## src/include/dbg_ctl_pkg.sv

```systemverilog
`default_nettype none
package dbg_ctl_pkg;
    // apb byte addresses of the debug control block
    localparam logic [7:0] ADDR_CONTROL  = 8'h00;
    localparam logic [7:0] ADDR_STATUS   = 8'h04;
    localparam logic [7:0] ADDR_IRQ_STAT = 8'h08;
    localparam logic [7:0] ADDR_IRQ_MASK = 8'h0C;
    // control register field positions
    localparam int CTL_MODE_BIT  = 7;
    localparam int CTL_BREAKPOINT_ENABLE_BIT_BIT = 6;
    localparam int CTL_ACK_BIT   = 5;
    localparam int CTL_RST_BIT   = 0;
    // status register field positions
    localparam int ST_DBG_BIT  = 7;
    localparam int ST_HALT_BIT = 6;
    localparam int ST_RP_BIT   = 5;
    localparam logic [7:0] CONTROL_RESET = 8'h00;
    localparam logic [7:0] STATUS_RESET  = 8'h00;
    localparam logic [7:0] BREAK_OPCODE  = 8'h00;
    localparam logic [7:0] ACK_CHAR      = 8'hFF;
    // interrupt event bits
    localparam int EV_BREAK = 0;
    localparam int EV_WATCH = 1;
    localparam int EV_RSTDN = 2;
    localparam int EV_W     = 3;
    // device reset pulse length
    localparam int RST_TIME_NS   = 200;
    localparam int CLK_PERIOD_NS = 10;
    localparam int RST_CYCLES    = (RST_TIME_NS + CLK_PERIOD_NS - 1) / CLK_PERIOD_NS;
    localparam logic [7:0] RST_CNT_LAST = 8'(RST_CYCLES - 1);

    typedef enum logic [1:0] {RS_IDLE, RS_ACTIVE, RS_DONE} rst_state_t;

    typedef struct packed {
        logic [7:0]      control_q;
        logic [EV_W-1:0] irq_stat_q;
        logic [EV_W-1:0] irq_mask_q;
        rst_state_t      rst_state_q;
        logic [7:0]      rst_cnt_q;
        logic            sys_reset_q;
        logic            ack_valid_q;
        logic [7:0]      ack_data_q;
        logic            halt_core_q;
        logic            irq_q;
        logic [31:0]     prdata_q;
        logic            pready_q;
        logic            pslverr_q;
        logic [1:0]      halt_sync_q;
        logic [1:0]      rp_sync_q;
    } state_t;
endpackage : dbg_ctl_pkg
`default_nettype wire

```

## src/hdl/debugger_control_status.sv

```systemverilog
// Summary of operation
// (RULE1) break opcode with breakpoints disabled acts as a no-operation.
// (RULE2) break opcode with breakpoints enabled sets the debug mode request bit.
// (RULE3) with acknowledge enabled, send FFH on every breakpoint or watchpoint; events in one cycle or while an FFH awaits ack_ready get one FFH.
// (RULE4) writing 1 to reset request resets device but not the debug unit.
// (RULE5) reset request bit clears itself when the reset sequence finishes.
// (RULE6) host writes zeros to reserved control bits.
// (RULE7) status bit 7 shows debug mode.
// (RULE8) status bit 6 shows halt mode.
// (RULE9) status register is read-only, resets to zero, bit 5 read protect.
// (RULE10) host access to memories, breakpoints and instructions goes through this unit.
// (RULE11) unit pairs with transmitter, receiver, auto-baud and this controller.
// (RULE12) core stays halted while debug mode request is set.
`timescale 1ns/1ps
`default_nettype none
module debugger_control_status
    import dbg_ctl_pkg::*;
(
    input  wire logic        pclk,
    input  wire logic        presetn,
    input  wire logic        psel,
    input  wire logic        penable,
    input  wire logic        pwrite,
    input  wire logic [7:0]  paddr,
    input  wire logic [31:0] pwdata,
    output logic      [31:0] prdata,
    output logic             pready,
    output logic             pslverr,
    input  wire logic        opcode_valid,
    input  wire logic [7:0]  opcode,
    input  wire logic        watchpoint_hit,
    input  wire logic        halt_mode_in,
    input  wire logic        read_protect_in,
    input  wire logic        ack_ready,
    output logic             ack_valid,
    output logic      [7:0]  ack_data,
    output logic             sys_reset,
    output logic             halt_core,
    output logic             irq
);
    state_t s_q;
    state_t s_d;

    logic apb_wr;
    logic apb_rd;
    logic brk_hit;
    logic [EV_W-1:0] ev;
    logic [7:0] status_val;

    // reserved control field sits between the reset bit and the acknowledge enable
    localparam int CTL_RSV_LO = CTL_RST_BIT + 1;
    localparam int CTL_RSV_HI = CTL_ACK_BIT - 1;
    // device reset pulse length in cycles, minus the first one
    localparam int RST_LEN_M1 = RST_CYCLES - 1;

    function automatic logic hit(input logic [7:0] a, input logic [7:0] b);
        hit = (a == b);
    endfunction : hit

    always_comb begin
        s_d = s_q;
        apb_wr = psel && penable && pwrite;
        apb_rd = psel && penable && !pwrite;
        // break is decoded only when enabled; otherwise it falls through as a nop
        brk_hit = opcode_valid && hit(opcode, BREAK_OPCODE)
                  && s_q.control_q[CTL_BREAKPOINT_ENABLE_BIT_BIT];                    // [RULE1]
        status_val = STATUS_RESET;
        status_val[ST_DBG_BIT]  = s_q.control_q[CTL_MODE_BIT];       // [RULE7]
        status_val[ST_HALT_BIT] = s_q.halt_sync_q[1];                // [RULE8]
        status_val[ST_RP_BIT]   = s_q.rp_sync_q[1];                  // [RULE9]
        ev = '0;
        ev[EV_BREAK] = brk_hit;
        ev[EV_WATCH] = watchpoint_hit;
        ev[EV_RSTDN] = (s_q.rst_state_q == RS_DONE);

        s_d.halt_sync_q = {s_q.halt_sync_q[0], halt_mode_in};
        s_d.rp_sync_q   = {s_q.rp_sync_q[0], read_protect_in};

        // apb answers in the access cycle itself, one-cycle ready pulse
        s_d.pready_q  = psel && !penable;
        s_d.pslverr_q = 1'b0;
        if (apb_wr && s_q.pready_q) begin
            if (hit(paddr, ADDR_CONTROL)) begin
                s_d.control_q = pwdata[7:0];
                // reserved bits are kept at zero even if host misbehaves
                s_d.control_q[CTL_RSV_HI:CTL_RSV_LO] = '0;           // [RULE6]
                // a write of 0 to the reset bit never cancels a running reset
                s_d.control_q[CTL_RST_BIT] = s_q.control_q[CTL_RST_BIT]
                                             | pwdata[CTL_RST_BIT];   // [RULE4]
            end else if (hit(paddr, ADDR_IRQ_MASK)) begin
                s_d.irq_mask_q = pwdata[EV_W-1:0];
            end else if (!hit(paddr, ADDR_STATUS) && !hit(paddr, ADDR_IRQ_STAT)) begin
                s_d.pslverr_q = 1'b0;
            end
        end
        s_d.prdata_q = '0;
        if (psel && !penable && !pwrite) begin
            if (hit(paddr, ADDR_CONTROL)) begin
                s_d.prdata_q[7:0] = s_q.control_q;
            end else if (hit(paddr, ADDR_STATUS)) begin
                s_d.prdata_q[7:0] = status_val;                       // [RULE9]
            end else if (hit(paddr, ADDR_IRQ_STAT)) begin
                s_d.prdata_q[EV_W-1:0] = s_q.irq_stat_q;
            end else if (hit(paddr, ADDR_IRQ_MASK)) begin
                s_d.prdata_q[EV_W-1:0] = s_q.irq_mask_q;
            end else begin
                s_d.prdata_q = '0;
            end
        end
        // read clears status, a new event in the same cycle wins
        if (apb_rd && s_q.pready_q && hit(paddr, ADDR_IRQ_STAT)) begin
            s_d.irq_stat_q = '0;
        end
        s_d.irq_stat_q = s_d.irq_stat_q | ev;

        if (brk_hit) begin
            s_d.control_q[CTL_MODE_BIT] = 1'b1;                       // [RULE2] [RULE10]
        end

        // acknowledge character towards the serial transmitter [RULE11]
        if (s_q.ack_valid_q && ack_ready) begin
            s_d.ack_valid_q = 1'b0;
        end
        if ((brk_hit || watchpoint_hit) && s_q.control_q[CTL_ACK_BIT]) begin
            s_d.ack_valid_q = 1'b1;                                   // [RULE3]
            s_d.ack_data_q  = ACK_CHAR;                               // [RULE3]
        end

        // device reset sequencer; only the core is reset, not this unit
        case (s_q.rst_state_q)
            RS_IDLE: begin
                s_d.sys_reset_q = 1'b0;
                if (s_q.control_q[CTL_RST_BIT]) begin
                    s_d.rst_state_q = RS_ACTIVE;
                    s_d.rst_cnt_q   = '0;
                    s_d.sys_reset_q = 1'b1;                           // [RULE4]
                end
            end
            RS_ACTIVE: begin
                s_d.rst_cnt_q = s_q.rst_cnt_q + 8'h01;
                if (s_q.rst_cnt_q == RST_CNT_LAST) begin
                    s_d.sys_reset_q = 1'b0;
                    s_d.rst_state_q = RS_DONE;
                end
            end
            RS_DONE: begin
                s_d.control_q[CTL_RST_BIT] = 1'b0;                    // [RULE5]
                s_d.rst_state_q = RS_IDLE;
            end
            default: begin
                s_d.rst_state_q = RS_IDLE;
            end
        endcase

        s_d.halt_core_q = s_d.control_q[CTL_MODE_BIT];                // [RULE12]
        s_d.irq_q = |(s_d.irq_stat_q & s_d.irq_mask_q);
    end

    always_ff @(posedge pclk or negedge presetn) begin
        if (!presetn) begin
            s_q <= '0;
        end else begin
            s_q <= s_d;
        end
    end

    assign prdata    = s_q.prdata_q;
    assign pready    = s_q.pready_q;
    assign pslverr   = s_q.pslverr_q;
    assign ack_valid = s_q.ack_valid_q;
    assign ack_data  = s_q.ack_data_q;
    assign sys_reset = s_q.sys_reset_q;
    assign halt_core = s_q.halt_core_q;
    assign irq       = s_q.irq_q;
endmodule : debugger_control_status
`default_nettype wire

```

## config.mk

```make
export PLATFORM = sky130hd
export DESIGN_NAME = debugger_control_status
export DESIGN_NICKNAME = d
export VERILOG_FILES = /design/src/include/dbg_ctl_pkg.sv /design/src/hdl/debugger_control_status.sv
export SDC_FILE = /design/constraint.sdc
export NUM_CORES = 1
export LEC_CHECK = 0
export BUFFER_PORTS_ARGS = -buffer_cell sky130_fd_sc_hd__buf_2
export CAP_MARGIN = 20
export CORE_UTILIZATION = 40
export CTS_BUF_LIST = sky130_fd_sc_hd__clkbuf_8
export DETAILED_ROUTE_END_ITERATION = 10
export PLACE_DENSITY = 0.74
export SLEW_MARGIN = 25
export SYNTH_ARGS = -nofsm -noshare
export SYNTH_HDL_FRONTEND = slang
export SYNTH_SLANG_ARGS = --single-unit
```

## constraint.sdc

```tcl
create_clock -name pclk -period 3.74 [get_ports pclk]
set_clock_uncertainty 0.05 [all_clocks]
set_input_delay 0.374 -clock pclk [delete_from_list [all_inputs] [get_ports pclk]]
set_output_delay 0.374 -clock pclk [all_outputs]
set_load 0.005 [all_outputs]
```

==> reports/results.tsv, run 1 <==
stage	metric	value	unit
synthesis	simple logic cell fraction of the synthesized area	18.2	%
clock_network	maximum clock insertion buffer count	2	
global_route	first-pass GRT wire length	4980	um
timing	Least-Margin Pin Slew	757	ps
floorplan	die area	4810	um^2
synthesis	FF+latch count, synth	35	
synthesis	Synth Area in Compound Gates	7.17	%
clock_network	CTS sink count	35	
layout	final instance area	2000	um^2
power_and_ir_drop	sequential share of power	54.0	%
critical_path	CP peak stage delay	390	ps
synthesis	Synth Flop Type	dfrtp_1	
power_and_ir_drop	leakage	1.13	nW
power_and_ir_drop	clock share of power	35.1	%
layout	Fillers	418	
synthesis	Yosys warning count	0	
routing	DRC	0	
critical_path	R2R depth	5	
synthesis	sequential area share after synthesis	48.3	%
routing	Pre-antenna DRT Iters	4	
synthesis	mux contribution to synthesized area	5.72	%
clock_network	CTS resizes	0	
critical_path	CP cell instances	buf_2 > nor4_4 > and4_2 > mux2_2 > a22oi_1 > nand2_1	
routing	wire length per cell	11.2	um
clock_network	clock latency on the worst-skew pair	280	ps
power_and_ir_drop	pwr dens	381	nW/um^2
layout	share of cells above drive strength 1	31.8	%
power_and_ir_drop	Sw Ratio	24.5	%
critical_path	critical path type	input port to flip-flop	
power_and_ir_drop	Comb pwr share	10.9	%
timing	fin. max-slew vios	0	
synthesis	Async S/R FF share, synth	100	%
synthesis	Avg Synthesized Cell Area	10.5	um^2
critical_path	worst-path fanout max	6	
timing	unrepaired setup endpoints after global routing	no	
floorplan	die height	69.3	um
synthesis	cell taking the most area after synthesis	dfrtp_1	
synthesis	EDFF count, synth	0	
critical_path	WP data required	3860	ps
placement	Inst Count DP	259	
critical_path	Reg-to-Reg Start	pready	
synthesis	Synth cell types	37	
floorplan	number of I/O pins	104	
timing	setup TNS	0	ps
critical_path	CP endpoint kind	flip-flop	
synthesis	Adder-Cell Fraction of Synth Area	0.690	%
floorplan	std cell rows	24	
synthesis	largest cells by area after synthesis	dfrtp_1 48%, buf_4 17%, nor2_1 2.7%, mux2i_1 2.2%, o21ai_0 2.2%	
placement	port bufs	50	
critical_path	reg2reg end	irq	
synthesis	xor and xnor area share after synthesis	1.45	%
layout	# diodes	0	
critical_path	critical path's slowest cell	nor4_4	
placement	Placed Area	1910	um^2
power_and_ir_drop	Max VDD drop	131	uV
synthesis	Post-Syn Area	1810	um^2
global_route	largest net degree at the start of global routing	36	
global_route	Overflow after GRT	0	
global_route	antenna violations before repair	0	
layout	Finished Layout Cells	266	
flow_run	max-cap violations	0	
synthesis	main combinational cell family by area after synthesis	buffers and inverters	
power_and_ir_drop	switching pwr	0.000187	W
routing	DR vias/cell	4.60	
clock_network	CTS root buf	clkbuf_8	
layout	area grow syn2layout	10.3	%
timing	# setup viols final	0	
placement	DP HPWL	2300	um
critical_path	Startpoint Class	input port	
timing	Relative slew margins	49.5	%
global_route	Tot GR Track Use	13.4	%
clock_network	CTS tree	built	
floorplan	initial cell density of the core	41.7	%
routing	initial DRC count	58	
clock_network	Post-CTS Setup Inserts	0	
clock_network	Clock transition at path regs	60	ps
critical_path	R2R Setup Slk	2120	ps
placement	routability-driven placement congestion ratio	0.698	
floorplan	Die Wd	69.3	um
clock_network	hold bufs inserted after CTS	0	
routing	Antenna Nets Post-Route	0	
synthesis	cell count after synthesis	173	
power_and_ir_drop	internal power	0.000576	W
routing	routed vias	1223	
timing	fin crit period	1710	ps
floorplan	Core ar.	4350	um^2
routing	final wirelength	2980	um
clock_network	htree depth	2	
timing	fin crit share	45.8	%
timing	Fmax achieved	584	MHz
global_route	vias in the first global route	1107	
layout	Final #Nets	273	
clock_network	TritonCTS buffer count	5	
run_status	status	complete, no violations	
critical_path	crit path DAT	1830	ps
synthesis	top-area cell type share of the netlist area	48.3	%
min_path	Min-Delay Path Class	input port to asynchronous set/reset pin	
timing	final hold vios	0	
-- final cells by class --
type	instances	area, um^2	area share (%)
clock buffer	6	82.6	4.13
sequential	35	876	43.8
timing repair buffer	50	250	12.5
multi-input combinational	117	704	35.2
tap	52	65.1	3.25
inverter	5	18.8	0.938
clock inverter	1	5.00	0.250
-- power by group through the flow --
stage	clock [W]	sequential (W)	combinational, W
floorplan	0	0.000415	0.0000730
global placement	0	0.000417	0.0000820
detailed placement	0	0.000419	0.0000847
CTS	0.000282	0.000413	0.0000852
global route	0.000296	0.000415	0.0000953
finish	0.000268	0.000412	0.0000831
-- cell families after synthesis --
group,Yosys count
other,1
adder cells (fa/ha/maj),1
multiplexers,9
AND/OR/NAND/NOR,56
XOR/XNOR,3
flip-flops,35
AO/OA/AOI/OAI,21
buffers and inverters,47
-- flip-flops by register name (all words and copies together) (netlist names) --
signal / flops
irq: 1
sys_reset: 1
prdata: 6
s_q: 22
ack_valid: 1
ack_data: 1
pready: 1
s_d: 2
-- routing by layer --
metal  share of wire [%]  global-route usage [%]  vias up  wire [um]
met4                 1.9                    6.35        0         57
met5                   0                       0        -          0
met2                  50                    21.4       40       1490
met3                 7.1                    5.38        8        212
li1                    -                       -      601          -
met1                  41                    15.9      574       1220
-- critical path: cells and delay by family --
family                 cells  cell delay [ps]
multiplexers               1              350
AND/OR/NAND/NOR            3              800
AO/OA/AOI/OAI              1              190
buffers and inverters      1              110
-- Yosys cell counts, types with 3 or more instances --
master     n
inv_1      5
nand3_1    4
mux2i_1    4
nand4_1    4
a21o_1     5
dfrtp_1   35
nand2_1    7
nand2b_1   4
buf_4     41
xor2_1     3
mux2_2     3
nor2_1    13
a21oi_1    4
o21ai_0    8
nor3b_1    4
-- how the worst max path moves through the flow --
stage | slack, ps | from | cells after the start | endpoint
2_1_floorplan | 1950 | paddr[1] | 4 | s_q[71]
3_3_place_gp | 1710 | paddr[1] | 6 | irq
3_5_place_dp | 1720 | paddr[1] | 6 | irq
4_1_cts | 2010 | paddr[1] | 6 | irq
5_1_grt | 1930 | paddr[1] | 6 | irq
6_report | 2030 | paddr[1] | 6 | irq
-- stage by stage --
stage	hold slack, ps	total power, W	util [%]	worst slack (ps)
2_1_floorplan	28.4	0.000488	-	1950
3_3_place_gp	289	0.000499	44.0	1710
3_5_place_dp	286	0.000504	44.0	1720
4_1_cts	135	0.000780	46.0	2010
5_1_grt	138	0.000806	46.0	1930
6_report	111	0.000763	46.0	2030
-- layout by cell type, fill, tap and decap left out, types with 2 or more instances in the layout --
cell type	instances
buf_2	50
dfrtp_1	35
conb_1	27
nor2_1	13
o21ai_0	8
nand2_1	7
clkbuf_8	6
a21o_1	5
inv_1	5
nor3b_1	4
nand4_1	4
nand3_1	4
mux2i_1	4
nand2b_1	4
a21oi_1	4
mux2_2	3
xor2_1	3
and3_1	2
nor4_1	2
nor2b_1	2
nor3_1	2
a22oi_1	2
or3_1	2
mux2_4	2
No activity file was read; power rests on OpenSTA's default activity.
==> inputs of run 2 (changes only) <==
clock period = 1.8 ns   (was 3.74 ns; I/O delays follow)
==> reports/results.tsv, run 2 (synthesis gave the netlist of run 1 again) <==
stage	metric	value	unit
critical_path	critical path type	flip-flop to flip-flop	
global_route	Tot GR Track Use	13.8	%
power_and_ir_drop	Comb pwr share	11.4	%
timing	final hold vios	0	
power_and_ir_drop	pwr dens	773	nW/um^2
global_route	largest net degree at the start of global routing	36	
global_route	vias in the first global route	1140	
floorplan	std cell rows	24	
floorplan	die area	4810	um^2
global_route	first-pass GRT wire length	5110	um
routing	wire length per cell	11.2	um
power_and_ir_drop	Sw Ratio	24.8	%
layout	area grow syn2layout	14.5	%
clock_network	clock latency on the worst-skew pair	280	ps
layout	most common cell after layout, fill and taps aside	buf_2	
global_route	Overflow after GRT	0	
critical_path	CP endpoint kind	flip-flop	
layout	Final #Nets	282	
critical_path	worst-path fanout max	3	
routing	DR vias/cell	4.49	
floorplan	Core ar.	4350	um^2
timing	WHS	30.1	ps
power_and_ir_drop	clock share of power	35.4	%
timing	Fmax achieved	610	MHz
power_and_ir_drop	leakage	1.17	nW
clock_network	CTS sink count	35	
power_and_ir_drop	Max VDD drop	420	uV
layout	top register by number of flip-flops	s_q	
timing	# setup viols final	0	
routing	routed vias	1236	
clock_network	Post-CTS Setup Inserts	0	
run_status	status	complete, no violations	
timing	unrepaired setup endpoints after global routing	no	
power_and_ir_drop	switching pwr	0.000399	W
flow_run	max-cap violations	0	
critical_path	Startpoint Class	flip-flop	
routing	final wirelength	3090	um
routing	Antenna Nets Post-Route	0	
clock_network	CTS tree	built	
layout	final instance area	2080	um^2
global_route	antenna violations before repair	0	
clock_network	CTS resizes	0	
timing	fin crit period	1640	ps
floorplan	initial cell density of the core	41.7	%
layout	leading cell types in the layout, fill and taps excluded	50 x buf_2, 35 x dfrtp_1, 27 x conb_1	
placement	DP HPWL	2370	um
routing	DRC	0	
routing	Pre-antenna DRT Iters	4	
layout	# diodes	0	
floorplan	Die Wd	69.3	um
power_and_ir_drop	internal power	0.00121	W
layout	share of cells above drive strength 1	33.2	%
clock_network	htree depth	2	
timing	post-route setup slack	161	ps
timing	fin crit share	91.0	%
layout	Largest register FFs	22	
power_and_ir_drop	Power Total	0.00161	W
placement	routability-driven placement congestion ratio	0.769	
placement	Placed Area	1960	um^2
clock_network	maximum clock insertion buffer count	2	
timing	fin. max-slew vios	0	
routing	initial DRC count	41	
placement	port bufs	50	
timing	setup TNS	0	ps
floorplan	number of I/O pins	104	
power_and_ir_drop	sequential share of power	53.2	%
floorplan	die height	69.3	um
clock_network	Clock transition at path regs	70	ps
clock_network	CTS root buf	clkbuf_8	
min_path	Min-Delay Path Class	input port to flip-flop	
placement	pre-CTS setup slack	9.83	ps
clock_network	TritonCTS buffer count	5	
critical_path	crit path DAT	1760	ps
critical_path	WP data required	1920	ps
[run 2: layout make-up]
type                       count  area, um^2
sequential                    35         876
fill                         406        2280
multi-input combinational    117         704
inverter                       5        18.8
tap                           52        65.1
clock inverter                 1        5.00
timing repair buffer          59         325
clock buffer                   6        82.6
[run 2: power groups by stage]
stage | logic (W) | registers (W) | clock network (W)
floorplan | 0.000152 | 0.000863 | 0
global placement | 0.000177 | 0.000868 | 0
global route | 0.000213 | 0.000861 | 0.000626
finish | 0.000183 | 0.000855 | 0.000568
CTS | 0.000188 | 0.000856 | 0.000592
detailed placement | 0.000183 | 0.000870 | 0
[run 2: per-stage QoR]
stage	util, %	std cells
6_report	47.7	275
2_1_floorplan	-	199
4_1_cts	47.7	275
5_1_grt	47.7	275
3_5_place_dp	45.0	265
3_3_place_gp	45.0	265
[run 2: routing by layer]
metal | share of wire (%) | GRT usage, %
met5 | 0 | 0
met1 | 42 | 15.9
met2 | 50 | 22.4
met3 | 6.0 | 5.52
met4 | 1.9 | 6.80
[run 2: worst max-delay path: stages, from the launching register on]
cell	delay (ps)
dfrtp_1	370
and3_1	190
and4_2	280
mux2_2	360
a22oi_1	200
nand2_1	80
[run 2: timing repair]
item,4_1_cts,5_1_grt
hold buffers,3,0
endpoints found under the hold margin,37,0
endpoints found under the setup margin,0,1
[run 2: final timing paths]
| path | from | endpoint | slack [ps] | cells after the start |
|---|---|---|---|---|
| min reg2reg | s_d[1] | s_q[1] | 290 | 0 |
| max reg2reg | pready | irq | 160 | 5 |
| min | penable | pready | 30 | 2 |
| max | pready | irq | 160 | 5 |
| min in group asynchronous | presetn | sys_reset | 400 | 3 |
| max in group asynchronous | presetn | s_d[3] | 990 | 3 |
